--- src/rtl/rcb_regs.svh ---
`ifndef RCB_REGS_SVH
`define RCB_REGS_SVH
// Function
// - enable bit clear puts reference output B in high impedance
// - enable bit set drives selected clock; enable resets to one
// - rate flag marks external clock B as T1 (0, reset) or E1 (1)
// - selector value n from 0 to 21 picks channel n recovered clock
// - selector values 22 to 31 pick the external clock B input
// - selector resets to channel 1
// - summary register low maps channels 8..1 onto bits 7..0
// - summary register mid maps channels 16..9 onto bits 7..0
// - summary bit reads one when any channel interrupt pending
// - summary bit reads zero when none pending; resets to zero

// ----------------------------------------------------------------
// register byte offsets
// ----------------------------------------------------------------
`define RCB_REF_B_CLOCK_SELECT_OFS  12'h280
`define RCB_CHAN_IRQ_SUMMARY_LOW_OFS 12'h2C0
`define RCB_CHAN_IRQ_SUMMARY_MID_OFS 12'h300
// ----------------------------------------------------------------
// field positions and reset values
// ----------------------------------------------------------------
`define RCB_ENABLE_BIT   6
`define RCB_RATE_BIT     5
`define RCB_SRC_MSB      4
`define RCB_ENABLE_RST   1'h1
`define RCB_RATE_RST     1'h0
`define RCB_SRC_RST      5'h01
`define RCB_SRC_LAST_CH  5'h15
`define RCB_NUM_CH       22
`endif

--- src/rtl/rcb_pkg.sv ---
package rcb_pkg;
  // fields of the reference output B configuration register
  typedef struct packed {
    logic       enable;
    logic       rate_e1;
    logic [4:0] source;
  } rcb_cfg_t;

  // apb slave request as seen by the block
  typedef struct packed {
    logic        psel;
    logic        penable;
    logic        pwrite;
    logic [11:0] paddr;
    logic [31:0] pwdata;
  } rcb_apb_req_t;
endpackage

--- src/rtl/rcb_or_reduce.sv ---
`timescale 1ns/10ps
// one channel's summary: OR of its pending flags
module rcb_or_reduce #(
  parameter int FLAGS = 8
) (
  input  wire logic [FLAGS-1:0] flags_i,
  output logic                  any_o
);
  assign any_o = |flags_i;
endmodule

--- src/rtl/rcb_clk_mux.sv ---
`timescale 1ns/10ps
// source selection for reference output B
module rcb_clk_mux #(
  parameter int NUM_CH = 22
) (
  input  wire logic [NUM_CH-1:0] rec_clk_i,
  input  wire logic              ext_clk_i,
  input  wire logic [4:0]        source_i,
  output logic                   clk_o
);
  always_comb begin
    if (source_i <= 5'(NUM_CH - 1)) begin
      clk_o = rec_clk_i[source_i];
    end else begin
      clk_o = ext_clk_i;
    end
  end
endmodule

--- src/rtl/rcb_top.sv ---
`timescale 1ns/10ps
`include "rcb_regs.svh"
// reference output B selection and channel interrupt summary
module rcb_top #(
  parameter int NUM_CH    = `RCB_NUM_CH,
  parameter int FLAGS_CH  = 8
) (
  input  wire logic                  sys_clk_i,
  input  wire logic                  srst_i,
  input  wire logic                  psel_i,
  input  wire logic                  penable_i,
  input  wire logic                  pwrite_i,
  input  wire logic [11:0]           paddr_i,
  input  wire logic [31:0]           pwdata_i,
  output logic [31:0]                prdata_o,
  output logic                       pready_o,
  output logic                       pslverr_o,
  input  wire logic [NUM_CH-1:0]     rec_clk_i,
  input  wire logic                  ext_clk_b_in_i,
  input  wire logic [16*FLAGS_CH-1:0] chan_flags_i,
  output logic                       ref_out_b_o,
  output logic                       ref_out_b_oe_o,
  output logic                       ext_clk_b_rate_sel_o
);
  import rcb_pkg::*;

  // ----------------------------------------------------------------
  // bus decode
  // ----------------------------------------------------------------
  rcb_apb_req_t req;
  rcb_cfg_t     cfg_reg;
  logic         acc_wr;
  logic         hit_cfg;
  logic         hit_low;
  logic         hit_mid;
  logic [15:0]  summary;
  logic         mux_clk;

  assign req     = '{psel_i, penable_i, pwrite_i, paddr_i, pwdata_i};
  assign hit_cfg = req.paddr == `RCB_REF_B_CLOCK_SELECT_OFS;
  assign hit_low = req.paddr == `RCB_CHAN_IRQ_SUMMARY_LOW_OFS;
  assign hit_mid = req.paddr == `RCB_CHAN_IRQ_SUMMARY_MID_OFS;
  // access phase waits one cycle for the answer; pready is registered
  // so the answer lands one cycle after penable rises
  assign acc_wr  = req.psel && req.penable && pready_o && req.pwrite;

  // answer one cycle into the access phase, then drop for one cycle
  always_ff @(posedge sys_clk_i) begin
    if (srst_i) begin
      pready_o <= 1'b0;
    end else begin
      pready_o <= req.psel && req.penable && !pready_o;
    end
  end

  // ----------------------------------------------------------------
  // configuration register
  // ----------------------------------------------------------------
  always_ff @(posedge sys_clk_i) begin
    if (srst_i) begin
      cfg_reg.enable  <= `RCB_ENABLE_RST;
      cfg_reg.rate_e1 <= `RCB_RATE_RST;
      cfg_reg.source  <= `RCB_SRC_RST;
    end else if (acc_wr && hit_cfg) begin
      cfg_reg.enable  <= req.pwdata[`RCB_ENABLE_BIT];
      cfg_reg.rate_e1 <= req.pwdata[`RCB_RATE_BIT];
      cfg_reg.source  <= req.pwdata[`RCB_SRC_MSB:0];
    end
  end

  // ----------------------------------------------------------------
  // channel summaries 1..16
  // ----------------------------------------------------------------
  genvar g;
  generate
    for (g = 0; g < 16; g++) begin : g_sum
      rcb_or_reduce #(
        .FLAGS (FLAGS_CH)
      ) u_or (
        .flags_i (chan_flags_i[g*FLAGS_CH +: FLAGS_CH]),
        .any_o   (summary[g])
      );
    end
  endgenerate

  // ----------------------------------------------------------------
  // read data and error
  // ----------------------------------------------------------------
  // data is registered with pready; reserved bit 7 reads zero
  always_ff @(posedge sys_clk_i) begin
    if (srst_i) begin
      prdata_o  <= 32'h0000_0000;
      pslverr_o <= 1'b0;
    end else if (req.psel && req.penable && !pready_o) begin
      pslverr_o <= !(hit_cfg || hit_low || hit_mid);
      if (req.pwrite) begin
        prdata_o <= 32'h0000_0000;
      end else if (hit_cfg) begin
        prdata_o <= {25'h0, cfg_reg};
      end else if (hit_low) begin
        prdata_o <= {24'h0, summary[7:0]};
      end else if (hit_mid) begin
        prdata_o <= {24'h0, summary[15:8]};
      end else begin
        prdata_o <= 32'h0000_0000;
      end
    end else begin
      pslverr_o <= 1'b0;
    end
  end

  // ----------------------------------------------------------------
  // reference output B
  // ----------------------------------------------------------------
  rcb_clk_mux #(
    .NUM_CH (NUM_CH)
  ) u_mux (
    .rec_clk_i (rec_clk_i),
    .ext_clk_i (ext_clk_b_in_i),
    .source_i  (cfg_reg.source),
    .clk_o     (mux_clk)
  );

  // registered so every output leaves a flop; this samples the
  // chosen clock, so it only passes clocks well below sys_clk
  always_ff @(posedge sys_clk_i) begin
    if (srst_i) begin
      ref_out_b_o          <= 1'b0;
      ref_out_b_oe_o       <= 1'b1;
      ext_clk_b_rate_sel_o <= 1'b0;
    end else begin
      ref_out_b_o          <= mux_clk & cfg_reg.enable;
      ref_out_b_oe_o       <= cfg_reg.enable;
      ext_clk_b_rate_sel_o <= cfg_reg.rate_e1;
    end
  end
endmodule

--- config.mk ---
export PLATFORM = sky130hd
export DESIGN_NAME = rcb_top
export DESIGN_NICKNAME = d
export VERILOG_FILES = /design/src/rtl/rcb_pkg.sv /design/src/rtl/rcb_or_reduce.sv /design/src/rtl/rcb_clk_mux.sv /design/src/rtl/rcb_top.sv
export VERILOG_INCLUDE_DIRS = /design/src /design/src/rtl
export SDC_FILE = /design/constraint.sdc
export NUM_CORES = 1
export LEC_CHECK = 0
export ABC_AREA = 1
export BUFFER_PORTS_ARGS = -buffer_cell sky130_fd_sc_hd__buf_4
export CORE_AREA = 2 2 92 94
export DETAILED_ROUTE_END_ITERATION = 10
export DIE_AREA = 0 0 94 96
export GPL_TIMING_DRIVEN = 0
export HOLD_SLACK_MARGIN = 0.05
export PLACE_DENSITY = 0.66
export SETUP_SLACK_MARGIN = 0.2
export SLEW_MARGIN = 30
export SYNTH_ARGS = -nofsm -noshare
export SYNTH_HDL_FRONTEND = slang
export SYNTH_SLANG_ARGS = --single-unit
--- constraint.sdc ---
create_clock -name sys_clk_i -period 1.59 [get_ports sys_clk_i]
set_clock_uncertainty 0.1 [all_clocks]
set_input_delay 0.318 -clock sys_clk_i [delete_from_list [all_inputs] [get_ports sys_clk_i]]
set_output_delay 0.318 -clock sys_clk_i [all_outputs]
set_load 0.01 [all_outputs]
### Yosys cells after proc, flatten, opt, wreduce, memory -nomap -nowiden

Index checks and enable logic that the tools add are counted.

* input bits: 200
* flip-flop bits (word level): 44
* word-level logic and storage cells: 49

* eq/ne operators: 3
* bitwise logic cells: 2
* muxes and demuxes: 7
* $lt $le $gt $ge: 2
* reductions and logical operators: 26

Operators by type and width (number)
* OR reduction 8 bit: 16
* == test 12 x 10 -> 1 bit (second input constant): 3
* 2-to-1 mux 8 bit: 4
* less-than comparator 5 x 6 -> 1 bit (second input constant): 1
* binary-select mux 1 bit (select 5 bit): 1
* <= comparator 5 bit (second input constant): 1
* logical AND 1 bit: 5
* zero test 1 bit: 2
* logical OR 1 bit: 2
* 2-to-1 mux 1 bit: 2
* OR reduction 2 bit: 1
* AND 1 bit: 1
* inverter 1 bit: 1

### Logic depth before layout (Yosys ltp)

* depth after elaboration: 5
* depth in mapped cells: 10
* gate-level depth less buffers: 9

### Cells and area by module

A second synthesis with hierarchy kept.

* cells, all modules: 506
* area, all modules: 2577.5 um2

Modules (own cells, without submodules)
* rcb_top: instances 1, cells each 187, seq. area each 400.4 um2, area each 1347.5 um2
* rcb_or_reduce: instances 16, cells each 15, seq. area each 0.0 um2, area each 56.3 um2
* rcb_clk_mux: instances 1, cells each 79, seq. area each 0.0 um2, area each 329.1 um2

### Worst setup path before layout

OpenSTA, ideal clock, no wires.

* path type: input port to flip-flop
* start point: input paddr_i[1]
* end point: register cfg_reg[1] (netlist bit)
* cell stages on the path: 7
* arrival: 1093 ps
* path buffers: 1
* library setup time: 122 ps
* slack: 275 ps
* cell sequence: nor2_1 -> nand2_2 -> nor2_8 -> nand4_2 -> buf_6 -> o21ai_1 -> a21oi_1

* cells in the longest elaborated chain, start to end: 2

Ends and longest elaborated chain
* start, declared: RTL line rcb_top.sv:13 `input wire logic [11:0] paddr_i,`
* == test 12 x 10 -> 1 bit (no source line)
* logical AND 1 bit: RTL line rcb_top.sv:64 `end else if (acc_wr && hit_cfg) begin`
* end, declared: RTL line rcb_top.sv:31 `rcb_cfg_t cfg_reg;`

Every way passes these cells.
A chain may end at the register's enable or synchronous reset.

### Final worst setup path

* start point: input paddr_i[11]
* end point: register prdata_o[1]

* cells in the longest elaborated chain, start to end: 5

Ends and longest elaborated chain
* == test 12 x 10 -> 1 bit (no source line)
* 2-to-1 mux 8 bit: RTL line rcb_top.sv:102 `end else if (hit_mid) begin`
* 2-to-1 mux 8 bit: RTL line rcb_top.sv:100 `end else if (hit_low) begin`
* 2-to-1 mux 8 bit (*): RTL line rcb_top.sv:98 `end else if (hit_cfg) begin`
* 2-to-1 mux 8 bit (*): RTL line rcb_top.sv:96 `if (req.pwrite) begin`
* end signal, assigned: RTL line rcb_top.sv:99 `prdata_o <= {25'h0, cfg_reg};`
* end signal, assigned: RTL line rcb_top.sv:101 `prdata_o <= {24'h0, summary[7:0]};`
* end signal, assigned: RTL line rcb_top.sv:103 `prdata_o <= {24'h0, summary[15:8]};`
* end, declared: RTL line rcb_top.sv:15 `output logic [31:0] prdata_o,`

Every way passes the cells marked *; elsewhere a longest branch is shown, timed or not.

==> summary.md <==
| Metric | Value |
|---|---|
| Status | `finished clean` |
| Flop-to-flop setup slack | `280 ps` |
| R2R Path End | `cfg_reg[2]` |
| Initial antenna violation count | `0` |
| Setup CP Type | `primary input to register` |
| Hold buffers post-CTS | `0` |
| Largest area contributor in the netlist | `dfxtp_1` |
| Synthesized cell area | `2160 µm²` |
| Worst Path Arrival | `1410 ps` |
| Post-route cell area | `3900 µm²` |
| GP Congestion | `0.900` |
| CP max FO | `8` |
| Fin crit share | `83.0%` |
| Reg2Reg Launch Point | `pready_o` |
| Site Rows | `33` |
| Post-Place Cells | `717` |
| Global Route Usage Sum | `15.9%` |
| RSZ-0062 raised after global routing | `true` |
| Dpl ws | `-114 ps` |
| Crit path max-delay cell type | `nor2_4` |
| Die width | `94 µm` |
| Detailed-router iteration count before antenna repair | `4` |
| Yosys cell types | `26` |
| Antenna Nets Post-Route | `0` |
| GRT busiest layer | `met2` |
| Root Buffer | `clkbuf_8` |
| Max-Cap Viols | `0` |
| Hold path startpoint | `pwdata_i[6]` |
| PortBufs | `187` |
| Register area share after synthesis | `18.5%` |
| Final setup fails | `0` |
| Worst-path cell chain | `buf_4, nor2_2, nand2_1, nor2_4, nand3_1, nand3_1, nand2_1, a21oi_1` |
| VDD IR max | `0.000296 V` |
| Max reg flops | `8` |
| CTS tree | `done` |
| Syn avg cell area | `5.38 µm²` |
| CP max stage delay | `270 ps` |
| Cts bufs inserted | `3` |
| DRC viols | `0` |
| Worst endpoint required time | `1680 ps` |
| Diode count | `0` |
| Leak | `0.00228 µW` |
| Top cells by area, synth | `dfxtp_1 (19%), nand2_1 (16%), inv_1 (14%)` |
| GRT overflow | `0` |
| Detail-routed net length per standard cell | `10.6 µm` |
| Die Y-Extent | `96 µm` |
| Met3 GRT Util | `3.52%` |
| Met1 Use GR | `17.5%` |
| Synth Instances | `402` |
| CTS H-Tree Depth | `1` |
| Worst Max-Slew Pin Slew | `551 ps` |
| Number of global-route vias before repair | `2,709` |
| Worst setup SP type | `primary input` |
| Clk Latency, worst-skew pair | `260 ps` |
| Tmin final | `1320 ps` |
| Hold endpoint | `cfg_reg[6]` |
| Die area | `9020 µm²` |
| Synthesis Warnings | `0` |
| Layout cells sized above 1 | `39.1%` |
| Reg clk slew, reported paths | `80 ps` |
| Starting Density | `26.9%` |
| Post-DP Area | `3780 µm²` |
| Core Area | `8050 µm²` |
| Synthesized flop and latch total | `20` |
| FF-to-FF path depth | `6` |
| Tot Pwr | `1590 µW` |
| Drt total wl | `7660 µm` |
| Final Hold Viols | `0` |
| CP Capture Type | `register` |
| Hold_ws | `225 ps` |
| Via/cell ratio | `4.07` |
| CTS Sinks | `20` |
| # IOs | `237` |
| Setup ws final | `271 ps` |
| Highest Clock Rate | `758 MHz` |
| Slew Viols, Final | `0` |
| Yosys top cell area share | `18.5%` |
| Pwr Density | `407 nW/µm²` |
| Via count | `2,949` |
| Largest net degree at the start of global routing | `13` |
| Hold Path Class | `primary input to register` |
| Detailed Place HPWL | `6650 µm` |
| Post-layout net count | `820` |
| Drt initial violations | `60` |
| Synth-to-layout area growth | `80.3%` |
| Maximum clock path buffer count | `2` |
| M2 GR Usage | `31.3%` |
| Final non-filler cell total | `724` |
| First-pass GRT wire length | `11,600 µm` |
| Slew headroom | `63.3%` |
| Hold depth | `3` |
worst max-delay path by stage:
stage,start,end,slack [ps]
global route,cfg_reg[2],ref_out_b_o,150
detailed placement,paddr_i[11],prdata_o[1],-110
floorplan,paddr_i[1],cfg_reg[1],280
global placement,paddr_i[11],prdata_o[1],-60
finish,paddr_i[11],prdata_o[1],270
CTS,pready_o,cfg_reg[2],230
power breakdown:
part / switching [µW] / internal, µW / total (µW)
Sequential: 1.36 / 504 / 505
Clock: 178 / 336 / 514
Combinational: 199 / 368 / 567
logic make-up after synthesis:
group                  share of synthesized area (%)
AOI/OAI and AO/OA                               8.04
buffers and inverters                           24.1
DFF                                             18.5
other                                          0.173
and+or+nand+nor                                 49.1
synthesized netlist by cell type (all sizes together):
master / instances
inv: 81
and2: 14
nand3: 33
o21ai: 13
o211ai: 2
conb: 1
nor2: 86
nand4: 6
a21oi: 15
dfxtp: 20
nor3: 3
a211oi: 2
buf: 27
clkinv: 1
nand2: 97
clkbuf: 1
through the flow:
stage	util, %	setup TNS, ps
floorplan	-	0
global placement	47.0	-391
detailed placement	47.0	-690
CTS	48.0	0
global route	48.4	0
finish	48.4	0
layout make-up:
type	count	area [µm²]
flip-flops and latches	20	403
clock buffers	3	41.3
well taps	105	131
inverters	82	309
multi-input cells	295	1340
plain buffers	28	214
repair buffers	190	1430
clock inverters	1	30.0
fillers	822	4150
layer usage:
layer / vias up / routed length, µm
li1: 1590 / -
met1: 1229 / 3060
met2: 122 / 3850
met3: 8 / 657
met4: 0 / 87
met5: - / 0
worst max-delay path, delay by kind of cell:
kind	cells	cell delay [ps]
AND/OR/NAND/NOR	6	880
buffers and inverters	1	110
AO/OA/AOI/OAI	1	110
placed cells by master, fill, tap and decap left out, types with 2 or more instances in the layout:
master,synthesis,final
buf_4,25,215
nor2_2,6,6
dfxtp_2,0,2
and2_0,14,14
clkbuf_8,0,3
nand4_1,5,5
o21ai_1,5,5
o211ai_1,2,2
nand3_1,32,32
nor2_1,77,75
a21oi_1,14,14
o21ai_0,8,8
dfxtp_1,20,18
nor3_1,3,3
nor2_4,2,4
buf_6,2,2
conb_1,1,24
inv_1,80,80
nand2_2,2,3
nand2_1,95,94
a211oi_1,2,2
repair_timing:
item | 4_1_cts | 5_1_grt
resized for setup | 4 | 4
setup buffers | 0 | 3
gates cloned | 0 | 0
setup endpoints to repair | 10 | 15
pin swaps | 0 | 5
Note: power is estimated with default switching activity, not from simulation.
